### src/hdl/wss_consts.svh
// constants of the waveform sequence slots block: addresses, fields, resets, timing
// assumes a 125 MHz device clock and byte-wide register addresses
`ifndef WSS_CONSTS_SVH
`define WSS_CONSTS_SVH
`define WSS_ADDR_FIRST   8'h0F
`define WSS_ADDR_ENTRY3  8'h11
`define WSS_ADDR_ENTRY4  8'h12
`define WSS_ADDR_LAST    8'h16
`define WSS_ENTRY_RST    8'h00
`define WSS_FLAG_BIT     7
`define WSS_UNIT_MS      10
`define WSS_CLK_KHZ      125000
`define WSS_UNIT_CYC     (`WSS_UNIT_MS * `WSS_CLK_KHZ)
`endif

### src/hdl/wss_pkg.sv
// types of the waveform sequence slots block
// assumes wss_consts.svh holds the addresses, fields, resets and timing; the state codes are set here
package wss_pkg;
	typedef enum logic [3:0] {
		WSS_IDLE  = 4'h1,
		WSS_FETCH = 4'h2,
		WSS_PLAY  = 4'h4,
		WSS_WAIT  = 4'h8
	} wss_state_t;
	typedef logic [7:0] wss_entry_t;
endpackage : wss_pkg

### src/hdl/wss_tick_if.sv
// link between the sequencer and its delay-unit prescaler
// assumes both ends share sys_clk
`timescale 1ns/1ps
interface wss_tick_if;
	logic restart;
	logic tick;
	modport ctl (output restart, input tick);
	modport pre (input restart, output tick);
endinterface : wss_tick_if

### src/hdl/wss_prescaler.sv
// prescaler producing one enable pulse per delay unit
// assumes restart is asserted for one cycle at the start of a delay
`timescale 1ns/1ps
`include "wss_consts.svh"
module wss_prescaler #(
	parameter int unsigned UNIT_CYC = `WSS_UNIT_CYC
) (
	// clock and reset
	input wire logic sys_clk,
	input wire logic rst,
	// sequencer side
	wss_tick_if.pre  tk
);
	logic [31:0] cnt_ff;
	logic [31:0] nxt_cnt;
	logic        tick_ff;
	logic        nxt_tick;

	always_comb begin
		nxt_tick = 1'b0;
		if (tk.restart) begin
			nxt_cnt = 32'h00000000;
		end else if (cnt_ff == UNIT_CYC - 32'h00000001) begin
			nxt_cnt  = 32'h00000000;
			nxt_tick = 1'b1;
		end else begin
			nxt_cnt = cnt_ff + 32'h00000001;
		end
	end

	always_ff @(posedge sys_clk or posedge rst) begin
		if (rst) begin
			cnt_ff  <= 32'h00000000;
			tick_ff <= 1'b0;
		end else begin
			cnt_ff  <= nxt_cnt;
			tick_ff <= nxt_tick;
		end
	end

	assign tk.tick = tick_ff;
endmodule : wss_prescaler

### src/hdl/wss_top.sv
// sequencer walking the eight playback entries, owning entries three and four
// assumes the other six entries come from the surrounding register file
// and that the effect library answers each start with a done pulse
`timescale 1ns/1ps
`include "wss_consts.svh"
module wss_top
	import wss_pkg::*;
#(
	parameter int unsigned UNIT_CYC = `WSS_UNIT_CYC
) (
	// clock and reset
	input  wire  logic        sys_clk,
	input  wire  logic        rst,
	// register port
	input  wire  logic [7:0]  reg_addr,
	input  wire  logic        reg_wr_en,
	input  wire  logic [7:0]  reg_wr_data,
	output logic       [7:0]  reg_rd_data,
	// other six entries, index = address minus first address
	input  wire  logic [63:0] ext_entries,
	// trigger
	input  wire  logic        go,
	// effect library
	output logic              effect_start,
	output logic       [6:0]  effect_index,
	input  wire  logic        effect_done,
	// status
	output logic              busy,
	output logic              idling,
	output logic       [7:0]  cur_addr
);
	wss_state_t  st_ff;
	wss_state_t  nxt_st;
	wss_entry_t  entry3_ff;
	wss_entry_t  nxt_entry3;
	wss_entry_t  entry4_ff;
	wss_entry_t  nxt_entry4;
	logic [7:0]  rd_ff;
	logic [7:0]  nxt_rd;
	logic [7:0]  addr_ff;
	logic [7:0]  nxt_addr;
	logic [6:0]  wait_cnt_ff;
	logic [6:0]  nxt_wait_cnt;
	logic [6:0]  index_ff;
	logic [6:0]  nxt_index;
	logic        start_ff;
	logic        nxt_start;
	wss_entry_t  table_w [8];
	wss_entry_t  cur_entry;
	logic [2:0]  slot;
	logic        entry3_delay_flag;
	logic [6:0]  entry3_effect_index;
	logic        entry4_delay_flag;
	logic [6:0]  entry4_effect_index;
	logic        advance;
	logic        at_last;

	wss_tick_if tk ();

	wss_prescaler #(
		.UNIT_CYC (UNIT_CYC)
	) u_pre (
		.sys_clk (sys_clk),
		.rst     (rst),
		.tk      (tk)
	);

	assign entry3_delay_flag   = entry3_ff[`WSS_FLAG_BIT];
	assign entry3_effect_index = entry3_ff[6:0];
	assign entry4_delay_flag   = entry4_ff[`WSS_FLAG_BIT];
	assign entry4_effect_index = entry4_ff[6:0];

	// entry table, own slots replace the outside ones
	for (genvar g = 0; g < 8; g++) begin : g_tab
		if (g == 2) begin : g_e3
			assign table_w[g] = {entry3_delay_flag, entry3_effect_index};
		end else if (g == 3) begin : g_e4
			assign table_w[g] = {entry4_delay_flag, entry4_effect_index};
		end else begin : g_ext
			assign table_w[g] = ext_entries[g*8 +: 8];
		end
	end

	assign slot      = 3'(addr_ff - `WSS_ADDR_FIRST);
	assign cur_entry = table_w[slot];
	assign at_last   = (addr_ff == `WSS_ADDR_LAST);

	// register file: writes and read-back
	always_comb begin
		nxt_entry3 = entry3_ff;
		nxt_entry4 = entry4_ff;
		if (reg_wr_en && reg_addr == `WSS_ADDR_ENTRY3) begin
			nxt_entry3 = reg_wr_data;
		end
		if (reg_wr_en && reg_addr == `WSS_ADDR_ENTRY4) begin
			nxt_entry4 = reg_wr_data;
		end
		unique case (reg_addr)
			`WSS_ADDR_ENTRY3: nxt_rd = entry3_ff;
			`WSS_ADDR_ENTRY4: nxt_rd = entry4_ff;
			default:          nxt_rd = 8'h00;
		endcase
	end

	always_ff @(posedge sys_clk or posedge rst) begin
		if (rst) begin
			entry3_ff <= `WSS_ENTRY_RST;
			entry4_ff <= `WSS_ENTRY_RST;
			rd_ff     <= 8'h00;
		end else begin
			entry3_ff <= nxt_entry3;
			entry4_ff <= nxt_entry4;
			rd_ff     <= nxt_rd;
		end
	end

	// an entry ends on library done or on the last delay unit
	assign advance = (st_ff == WSS_PLAY && effect_done) ||
	                 (st_ff == WSS_WAIT && tk.tick && wait_cnt_ff == 7'h01);

	// restart only on entry to a delay, so each delay gets full units
	assign tk.restart = (st_ff == WSS_FETCH) && cur_entry[`WSS_FLAG_BIT] &&
	                    (cur_entry[6:0] != 7'h00);

	// sequencer
	always_comb begin
		nxt_st       = st_ff;
		nxt_addr     = addr_ff;
		nxt_wait_cnt = wait_cnt_ff;
		nxt_index    = index_ff;
		nxt_start    = 1'b0;
		unique case (st_ff)
			WSS_IDLE: begin
				if (go) begin
					nxt_addr = `WSS_ADDR_FIRST;
					nxt_st   = WSS_FETCH;
				end
			end
			WSS_FETCH: begin
				if (cur_entry[6:0] == 7'h00) begin
					nxt_st = WSS_IDLE;
				end else if (cur_entry[`WSS_FLAG_BIT]) begin
					nxt_wait_cnt = cur_entry[6:0];
					nxt_st       = WSS_WAIT;
				end else begin
					nxt_index = cur_entry[6:0];
					nxt_start = 1'b1;
					nxt_st    = WSS_PLAY;
				end
			end
			WSS_PLAY, WSS_WAIT: begin
				if (st_ff == WSS_WAIT && tk.tick) begin
					nxt_wait_cnt = wait_cnt_ff - 7'h01;
				end
				if (advance) begin
					if (at_last) begin
						nxt_st = WSS_IDLE;
					end else begin
						nxt_addr = addr_ff + 8'h01;
						nxt_st   = WSS_FETCH;
					end
				end
			end
			default: begin
				nxt_st = WSS_IDLE;
			end
		endcase
	end

	always_ff @(posedge sys_clk or posedge rst) begin
		if (rst) begin
			st_ff       <= WSS_IDLE;
			addr_ff     <= `WSS_ADDR_FIRST;
			wait_cnt_ff <= 7'h00;
			index_ff    <= 7'h00;
			start_ff    <= 1'b0;
		end else begin
			st_ff       <= nxt_st;
			addr_ff     <= nxt_addr;
			wait_cnt_ff <= nxt_wait_cnt;
			index_ff    <= nxt_index;
			start_ff    <= nxt_start;
		end
	end

	assign reg_rd_data  = rd_ff;
	assign effect_start = start_ff;
	assign effect_index = index_ff;
	assign busy         = (st_ff != WSS_IDLE);
	assign idling       = (st_ff == WSS_WAIT);
	assign cur_addr     = addr_ff;
endmodule : wss_top

### config.mk
export PLATFORM = sky130hd
export DESIGN_NAME = wss_top
export DESIGN_NICKNAME = d
export VERILOG_FILES = /design/src/hdl/wss_pkg.sv /design/src/hdl/wss_tick_if.sv /design/src/hdl/wss_prescaler.sv /design/src/hdl/wss_top.sv
export VERILOG_INCLUDE_DIRS = /design/src /design/src/hdl
export SDC_FILE = /design/constraint.sdc
export NUM_CORES = 1
export LEC_CHECK = 0
export CAP_MARGIN = 15
export CORE_UTILIZATION = 50
export CTS_CLUSTER_SIZE = 14
export DETAILED_ROUTE_END_ITERATION = 7
export DONT_BUFFER_PORTS = 1
export GPL_ROUTABILITY_DRIVEN = 0
export MAX_ROUTING_LAYER = met4
export PLACE_DENSITY = 0.71
export SLEW_MARGIN = 15
export SYNTH_ARGS = -nofsm -noshare
export SYNTH_HDL_FRONTEND = slang
export SYNTH_SLANG_ARGS = --single-unit
### constraint.sdc
create_clock -name sys_clk -period 2.65 [get_ports sys_clk]
set_clock_uncertainty 0.15 [all_clocks]
set_input_delay 0.1325 -clock sys_clk [delete_from_list [all_inputs] [get_ports sys_clk]]
set_output_delay 0.1325 -clock sys_clk [all_outputs]
set_load 0.01 [all_outputs]
==> results of run 1 <==
==> final timing paths <==
kind	to	slack, ns	cells after the start
worst min-delay path	reg_rd_data[3]	0.05	3
worst max-delay path	st_ff[2]	-0.04	9
worst min register to register	u_pre.cnt_ff[0]	0.36	1
max in group asynchronous	cur_addr[1]	1.48	3
min in group asynchronous	entry4_ff[0]	0.19	2
worst max register to register	st_ff[2]	-0.04	9
==> cell usage after synthesis, types with 6 or more instances <==
library cell	count
sky130_fd_sc_hd__inv_1	21
sky130_fd_sc_hd__a211oi_1	7
sky130_fd_sc_hd__mux4_2	10
sky130_fd_sc_hd__o31ai_1	8
sky130_fd_sc_hd__mux2_2	21
sky130_fd_sc_hd__nor3_2	8
sky130_fd_sc_hd__nor3_1	18
sky130_fd_sc_hd__nand4_1	11
sky130_fd_sc_hd__o22ai_1	7
sky130_fd_sc_hd__nor2_1	41
sky130_fd_sc_hd__buf_2	7
sky130_fd_sc_hd__and3_1	6
sky130_fd_sc_hd__xor2_1	8
sky130_fd_sc_hd__a22o_1	8
sky130_fd_sc_hd__xnor2_1	20
sky130_fd_sc_hd__nand2_1	22
sky130_fd_sc_hd__a21oi_1	10
sky130_fd_sc_hd__mux2i_1	8
sky130_fd_sc_hd__nand3_1	21
sky130_fd_sc_hd__dfrtp_1	79
sky130_fd_sc_hd__mux4_1	6
sky130_fd_sc_hd__nor4_1	15
sky130_fd_sc_hd__clkbuf_1	7
==> area by class of cell <==
type	instances	area (µm²)
Inverter	22	86.3
Clock buffer	12	145
Timing Repair Buffer	66	612
Clock inverter	4	48.8
Antenna cell	1	2.50
Tap cell	133	166
Multi-Input combinational cell	348	2900
Fill cell	788	3710
Sequential cell	84	2110
==> flip-flops by register name, indices dropped and copies added (netlist names) <==
name / cells
u_pre.cnt_ff: 32
wait_cnt_ff: 7
u_pre.tk.tick: 1
reg_rd_data: 8
cur_addr: 8
entry3_ff: 8
effect_index: 7
st_ff: 4
entry4_ff: 8
effect_start: 1
==> worst max-delay path, delay by kind of cell (launching register included) <==
kind / cells / cell delay [ns]
mux: 1 / 0.36
buf+inv: 3 / 0.34
fa+ha+maj: 1 / 0.30
compound gates: 3 / 0.53
simple gates: 1 / 0.29
flops: 1 / 0.60
==> what timing repair did <==
item / CTS / global route
cloned: 1 / 0
hold buffers: 11 / 0
buffers inserted: 3 / 15
hold endpoints to repair: 60 / 0
gates resized for setup: 18 / 15
pin swaps: 4 / 7
endpoints found under the setup margin: 34 / 48
==> cell families (layout without fill, tap and decap cells) <==
family	Yosys count	count (layout)
adder cells (fa/ha/maj)	5	5
other	0	1
AND/OR/NAND/NOR	189	189
AO/OA/AOI/OAI	78	79
XOR/XNOR	30	30
buffers and inverters	41	104
flip-flops	84	84
multiplexers	45	45
==> report_power, final <==
part / switching [W] / internal [W] / leakage (nW) / total [W]
logic: 0.00127 / 0.00119 / 1.32 / 0.00246
registers: 0.000346 / 0.00156 / 1.10 / 0.00191
clock network: 0.000470 / 0.000461 / 0.100 / 0.000930
==> stage by stage <==
| stage | util | setup slack (ns) |
|---|---|---|
| final | 0.621 | -0.0432 |
| after global routing | 0.620 | -0.114 |
| after CTS | 0.601 | -0.0265 |
| after detailed placement | 0.560 | -0.0760 |
| after global placement | 0.560 | -0.0252 |
| after floorplan | - | -0.133 |
==> routing by layer <==
metal | vias to the layer above | GRT usage | share of wire
li1 | 1902 | - | -
met1 | 2044 | 0.342 | 0.43
met2 | 148 | 0.396 | 0.48
met3 | 20 | 0.0698 | 0.071
met4 | 0 | 0.101 | 0.017
met5 | - | - | 0
==> tab_implementation.tex, run 1 <==
\begin{tabular}{lr}
\hline
Metric & Value \\
\hline
\multicolumn{2}{l}{\textbf{Run status}} \\
\quad Run status & complete, but fails checks \\
\quad Violations in the final reports & negative setup slack \\
\multicolumn{2}{l}{\textbf{Power and ir drop}} \\
\quad PD cells & 873 nW/µm² \\
\quad Final Total Pwr & 0.00529 W \\
\quad Max VDD drop & 0.412 mV \\
\quad Total leakage power & 2.53 nW \\
\multicolumn{2}{l}{\textbf{Drt}} \\
\quad Number of DRC violations after detailed routing & 0 \\
\quad Final Routed Wirelength & 13.1 mm \\
\quad Number of routed nets with antenna violations & 0 \\
\quad Initial DRT Pass Iterations & 4 \\
\quad Vias & 4114 \\
\quad Wire length per cell & 19.5 µm \\
\quad Detailed Route Iter0 Violations & 246 \\
\quad Via/cell ratio & 6.14 \\
\multicolumn{2}{l}{\textbf{Critical path}} \\
\quad Critical-path cell list & inv\_4 -> ha\_4 -> buf\_8 -> mux4\_2 -> nor4\_4 -> a22o\_4 -> buf\_12 -> a31oi\_4 -> a21o\_1 \\
\quad Data arrival time at the worst-slack endpoint & 2.81 ns \\
\quad Max Fanout on Critical Path & 11 \\
\quad Type of the setup path with the least slack & reg2reg \\
\quad Source of the critical timing path & cur\_addr[0] \\
\quad Critical path data required time & 2.77 ns \\
\quad Crit path max-delay cell type & sky130\_fd\_sc\_hd\_\_dfstp\_2 \\
\quad Startpoint of the worst-slack reg-to-reg timing path & cur\_addr[0] \\
\quad Longest individual stage delay on the worst path & 0.60 ns \\
\quad Critical Path End Type & flip-flop \\
\quad Kind of start point of the critical path & flip-flop \\
\multicolumn{2}{l}{\textbf{Layout}} \\
\quad Final std cell area, no fill & 6070 µm² \\
\quad Final net count & 621 \\
\quad Cell Count, Final, Fillers Out & 670 \\
\quad Leading cell types in the layout, fill and taps excluded & 79 x sky130\_fd\_sc\_hd\_\_dfrtp\_1, 44 x sky130\_fd\_sc\_hd\_\_buf\_4, 40 x sky130\_fd\_sc\_hd\_\_nor2\_1 \\
\quad Syn-to-layout area delta & 19.9\% \\
\quad Leading cell type in the layout, fill and taps excluded & sky130\_fd\_sc\_hd\_\_dfrtp\_1 \\
\quad Layout cell share with drive strength beyond 1 & 0.297 \\
\multicolumn{2}{l}{\textbf{Worst hold path}} \\
\quad Launch instance of the worst min-delay path & reg\_addr[0] \\
\quad Class of the most critical hold timing path & in2reg \\
\multicolumn{2}{l}{\textbf{Die}} \\
\quad Horizontal die dimension & 103 µm \\
\quad Placeable Area & 9770 µm² \\
\quad Starting utilization of the core area & 0.518 \\
\quad IO Count & 111 \\
\quad Total Die Area & 10500 µm² \\
\quad Die height & 103 µm \\
\quad Number of rows created at floorplan & 36 \\
\multicolumn{2}{l}{\textbf{Job}} \\
\quad Max-cap violations & 0 \\
\multicolumn{2}{l}{\textbf{Yosys}} \\
\quad Number of instances in the synthesized netlist & 472 \\
\quad Synthesized Nets & 562 \\
\quad Share of synthesized registers carrying an async set or reset & 1.00 \\
\quad Main area contributors after synthesis & sky130\_fd\_sc\_hd\_\_dfrtp\_1 39\%, sky130\_fd\_sc\_hd\_\_mux2\_2 4.7\%, sky130\_fd\_sc\_hd\_\_mux4\_2 4.5\% \\
\quad Avg Cell Area, Syn & 10.7 µm² \\
\quad Yosys top cell by area & sky130\_fd\_sc\_hd\_\_dfrtp\_1 \\
\quad Number of enable flip-flop cells after synthesis & 0 \\
\quad Count of distinct cell types in the synthesized netlist & 68 \\
\quad Post-synthesis simple-gate area fraction & 0.217 \\
\quad Fraction of post-synthesis cell area in the top cell type by area & 0.391 \\
\quad Mapped Area & 5060 µm² \\
\quad Post-Synth XOR/XNOR Area & 0.0549 \\
\quad Proportion of synthesized area in mux cells & 0.138 \\
\quad Sequential-to-total area share from yosys stat & 0.417 \\
\quad Post-synthesis adder-cell area fraction & 0.0124 \\
\quad Total number of yosys warnings & 0 \\
\quad Dominant combinational cell family by area after synthesis & simple AND/OR/NAND/NOR gates \\
\quad Main flop type after synthesis & sky130\_fd\_sc\_hd\_\_dfrtp\_1 \\
\quad Yosys reg bits & 84 \\
\quad Synthesized-area fraction occupied by ao, oa, aoi and oai cells & 0.122 \\
\multicolumn{2}{l}{\textbf{Global route}} \\
\quad Via count of the first global-routing pass & 4059 \\
\quad Remaining global-route overflow & 0 \\
\quad First-pass GRT wire length & 20.3 mm \\
\quad Largest net degree at the start of global routing & 44 \\
\quad Global-route usage over all layers & 0.264 \\
\quad Number of antenna violations at the first check in global routing & 0 \\
\multicolumn{2}{l}{\textbf{STA}} \\
\quad Headroom to the max-slew limit & 0.483 \\
\quad Post-layout minimum cycle time & 2.69 ns \\
\quad Slew at the pin closest to its max-slew limit & 0.774 ns \\
\quad Highest clock frequency the design can meet & 371 MHz \\
\quad Final hold violation count & 0 \\
\quad Setup total negative slack & -0.187 ns \\
\quad Count of final max-slew check failures & 0 \\
\quad Number of failing setup endpoints in the final timing report & 11 \\
\quad Fin worst setup slack & -0.0432 ns \\
\quad Setup repair after global routing missed its margin & yes \\
\quad Worst hold-check slack & 0.0527 ns \\
\quad Part of the cycle the worst path needs & 1.02 \\
\multicolumn{2}{l}{\textbf{Place}} \\
\quad Placed instance area & 5480 µm² \\
\quad Number of input and output port buffers inserted & 0 \\
\quad Placed Cells & 623 \\
\quad Half-perimeter wire length after detailed placement & 8.92 mm \\
\multicolumn{2}{l}{\textbf{CTS}} \\
\quad CTS sink cnt & 84 \\
\quad Max H-tree Level & 3 \\
\quad TritonCTS clock tree & built \\
\quad Clock-pin slew reported for the worst setup and hold paths after clock tree synthesis & 0.10 ns \\
\quad Number of buffers added by the clock tree synthesis step & 9 \\
\quad Source-to-sink clock delay at the later pin of the worst-skew pair & 0.38 ns \\
\quad Maximum buffer depth of the clock tree & 2 \\
\quad Buffer type at the clock tree root & sky130\_fd\_sc\_hd\_\_clkbuf\_8 \\
\hline
\end{tabular}
(Power assumes the default switching activity.)
==> run 2, diff against run 1 <==
--- a/config.mk
+++ b/config.mk
@@ -7,13 +7,14 @@
 export NUM_CORES = 1
 export LEC_CHECK = 0
 export CAP_MARGIN = 15
-export CORE_UTILIZATION = 50
+export CORE_UTILIZATION = 58
 export CTS_CLUSTER_SIZE = 14
 export DETAILED_ROUTE_END_ITERATION = 7
 export DONT_BUFFER_PORTS = 1
 export GPL_ROUTABILITY_DRIVEN = 0
 export MAX_ROUTING_LAYER = met4
-export PLACE_DENSITY = 0.71
+export PLACE_DENSITY = 0.79
+export SKIP_LAST_GASP = 1
 export SLEW_MARGIN = 15
 export SYNTH_ARGS = -nofsm -noshare
 export SYNTH_HDL_FRONTEND = slang
==> tab_implementation.tex, run 2 (synthesis results as in run 1) <==
\begin{tabular}{lr}
\hline
Metric & Value \\
\hline
\multicolumn{2}{l}{\textbf{Global route}} \\
\quad Number of antenna violations at the first check in global routing & 1 \\
\quad Remaining global-route overflow & 0 \\
\quad Global-route usage over all layers & 0.311 \\
\quad Largest net degree at the start of global routing & 44 \\
\quad Via count of the first global-routing pass & 4061 \\
\quad First-pass GRT wire length & 20.8 mm \\
\multicolumn{2}{l}{\textbf{Die}} \\
\quad IO Count & 111 \\
\quad Horizontal die dimension & 95.4 µm \\
\quad Die height & 95.4 µm \\
\quad Number of rows created at floorplan & 33 \\
\quad Starting utilization of the core area & 0.607 \\
\quad Total Die Area & 9100 µm² \\
\quad Placeable Area & 8340 µm² \\
\multicolumn{2}{l}{\textbf{Drt}} \\
\quad Final Routed Wirelength & 13.4 mm \\
\quad Initial DRT Pass Iterations & 4 \\
\quad Via/cell ratio & 6.69 \\
\quad Detailed Route Iter0 Violations & 294 \\
\quad Vias & 4217 \\
\quad Wire length per cell & 21.3 µm \\
\quad Number of DRC violations after detailed routing & 0 \\
\quad Number of routed nets with antenna violations & 0 \\
\multicolumn{2}{l}{\textbf{Place}} \\
\quad Minimum setup slack after placement & -0.104 ns \\
\quad Half-perimeter wire length after detailed placement & 9.14 mm \\
\quad Number of input and output port buffers inserted & 0 \\
\quad Placed Cells & 590 \\
\quad Placed instance area & 5420 µm² \\
\multicolumn{2}{l}{\textbf{STA}} \\
\quad Highest clock frequency the design can meet & 366 MHz \\
\quad Part of the cycle the worst path needs & 1.03 \\
\quad Headroom to the max-slew limit & 0.503 \\
\quad Setup repair after global routing missed its margin & yes \\
\quad Number of failing setup endpoints in the final timing report & 32 \\
\quad Post-layout minimum cycle time & 2.73 ns \\
\quad Count of final max-slew check failures & 0 \\
\quad Final hold violation count & 0 \\
\quad Slew at the pin closest to its max-slew limit & 0.744 ns \\
\quad Fin worst setup slack & -0.0816 ns \\
\multicolumn{2}{l}{\textbf{CTS}} \\
\quad Maximum buffer depth of the clock tree & 2 \\
\quad Buffer type at the clock tree root & sky130\_fd\_sc\_hd\_\_clkbuf\_8 \\
\quad TritonCTS clock tree & built \\
\quad CTS sink cnt & 84 \\
\quad Max H-tree Level & 3 \\
\quad Source-to-sink clock delay at the later pin of the worst-skew pair & 0.36 ns \\
\quad Number of buffers added by the clock tree synthesis step & 9 \\
\quad Clock-pin slew reported for the worst setup and hold paths after clock tree synthesis & 0.09 ns \\
\multicolumn{2}{l}{\textbf{Layout}} \\
\quad Syn-to-layout area delta & 16.7\% \\
\quad Cell Count, Final, Fillers Out & 630 \\
\quad Leading cell types in the layout, fill and taps excluded & 79 x sky130\_fd\_sc\_hd\_\_dfrtp\_1, 41 x sky130\_fd\_sc\_hd\_\_nor2\_1, 35 x sky130\_fd\_sc\_hd\_\_buf\_4 \\
\quad Most flops, register & u\_pre.cnt\_ff \\
\quad Layout cell share with drive strength beyond 1 & 0.275 \\
\quad Final net count & 608 \\
\quad Sequential cell area & 2110 µm² \\
\quad Final std cell area, no fill & 5900 µm² \\
\quad Area of combinational cells with multiple inputs & 2880 µm² \\
\quad Number of flip-flops in the largest register & 32 \\
\quad Number of fill cells in the layout & 584 \\
\quad Leading cell type in the layout, fill and taps excluded & sky130\_fd\_sc\_hd\_\_dfrtp\_1 \\
\multicolumn{2}{l}{\textbf{Critical path}} \\
\quad Type of the setup path with the least slack & reg2reg \\
\quad Critical path data required time & 2.77 ns \\
\quad Critical Path End Type & flip-flop \\
\quad Data arrival time at the worst-slack endpoint & 2.85 ns \\
\quad Source of the critical timing path & cur\_addr[0] \\
\quad Kind of start point of the critical path & flip-flop \\
\quad Max Fanout on Critical Path & 14 \\
\quad Startpoint of the worst-slack reg-to-reg timing path & cur\_addr[0] \\
\multicolumn{2}{l}{\textbf{Run status}} \\
\quad Violations in the final reports & negative setup slack \\
\quad Run status & complete, but fails checks \\
\multicolumn{2}{l}{\textbf{Power and ir drop}} \\
\quad Max VDD drop & 0.444 mV \\
\quad Share of total power consumed by net switching & 0.401 \\
\quad Combinational power share & 0.445 \\
\quad Net Sw Power & 0.00206 W \\
\quad Final Total Pwr & 0.00513 W \\
\quad Part of the total power dissipated in the clock network & 0.182 \\
\quad PD cells & 869 nW/µm² \\
\quad Total leakage power & 2.46 nW \\
\quad Internal power & 0.00307 W \\
\quad Flop pwr share & 0.373 \\
\multicolumn{2}{l}{\textbf{Worst hold path}} \\
\quad Launch instance of the worst min-delay path & reg\_addr[1] \\
\quad Class of the most critical hold timing path & in2reg \\
\multicolumn{2}{l}{\textbf{Job}} \\
\quad Max-cap violations & 0 \\
\hline
\end{tabular}
==> run 2: critical path, cell delays in order (launching register included) <==
cell and delay (ns):
sky130_fd_sc_hd__dfstp_2 0.60, sky130_fd_sc_hd__inv_4 0.06, sky130_fd_sc_hd__ha_4 0.33, sky130_fd_sc_hd__buf_6 0.14, sky130_fd_sc_hd__mux4_2 0.36, sky130_fd_sc_hd__nor4_4 0.28, sky130_fd_sc_hd__a22o_4 0.19, sky130_fd_sc_hd__a31oi_4 0.16
sky130_fd_sc_hd__buf_8 0.21, sky130_fd_sc_hd__a21oi_1 0.16
==> run 2: metrics by stage <==
| step | utilization | hold WS (ns) | setup TNS [ns] |
|---|---|---|---|
| finish | 0.708 | 0.0209 | -0.735 |
| global route | 0.707 | 0.0121 | -4.17 |
| CTS | 0.696 | 0.0129 | -0.410 |
| detailed placement | 0.649 | 0.00731 | -2.16 |
| global placement | 0.649 | -0.000899 | -0.682 |
| floorplan | - | 0.133 | -2.51 |
==> run 2: power groups by stage <==
| stage | Sequential (W) | Combinational [W] | Clock (W) |
|---|---|---|---|
| floorplan | 0.00183 | 0.00150 | 0 |
| finish | 0.00192 | 0.00228 | 0.000932 |
| global route | 0.00195 | 0.00245 | 0.000992 |
| detailed placement | 0.00192 | 0.00199 | 0 |
| CTS | 0.00190 | 0.00211 | 0.000935 |
| global placement | 0.00191 | 0.00192 | 0 |
==> run 2: metal layers <==
metal | global-route usage | vias up | wire length [µm]
li1 | - | 1890 | -
met1 | 0.414 | 2111 | 5540
met2 | 0.477 | 187 | 6620
met3 | 0.0654 | 29 | 997
met4 | 0.102 | 0 | 289
met5 | - | - | 0
==> run 2: what timing repair did <==
item                                   CTS  global route
hold buffers                            10             0
setup buffers                            5             6
setup endpoints to repair               33            50
gates cloned                             1             0
pin swaps                                6             4
endpoints found under the hold margin   58             0
gates resized for setup                  9             9
==> run 2: worst paths after layout <==
check                                   end  cells past startpoint  slack, ns
setup reg to reg           u_pre.cnt_ff[29]                      9      -0.08
hold reg to reg             u_pre.cnt_ff[0]                      1       0.37
min in group asynchronous  u_pre.cnt_ff[19]                      2       0.22
setup / recovery           u_pre.cnt_ff[29]                      9      -0.08
max in group asynchronous       cur_addr[3]                      3       1.40
hold / removal               reg_rd_data[7]                      3       0.02
==> run 2: layout make-up <==
cell class,instances,share of cell area
repair buffers,53,0.0833
multi-input cells,348,0.488
clock inverters,7,0.0127
flip-flops and latches,84,0.357
diodes,2,0.000848
clock buffers,9,0.0210
inverters,22,0.0146
well taps,105,0.0223
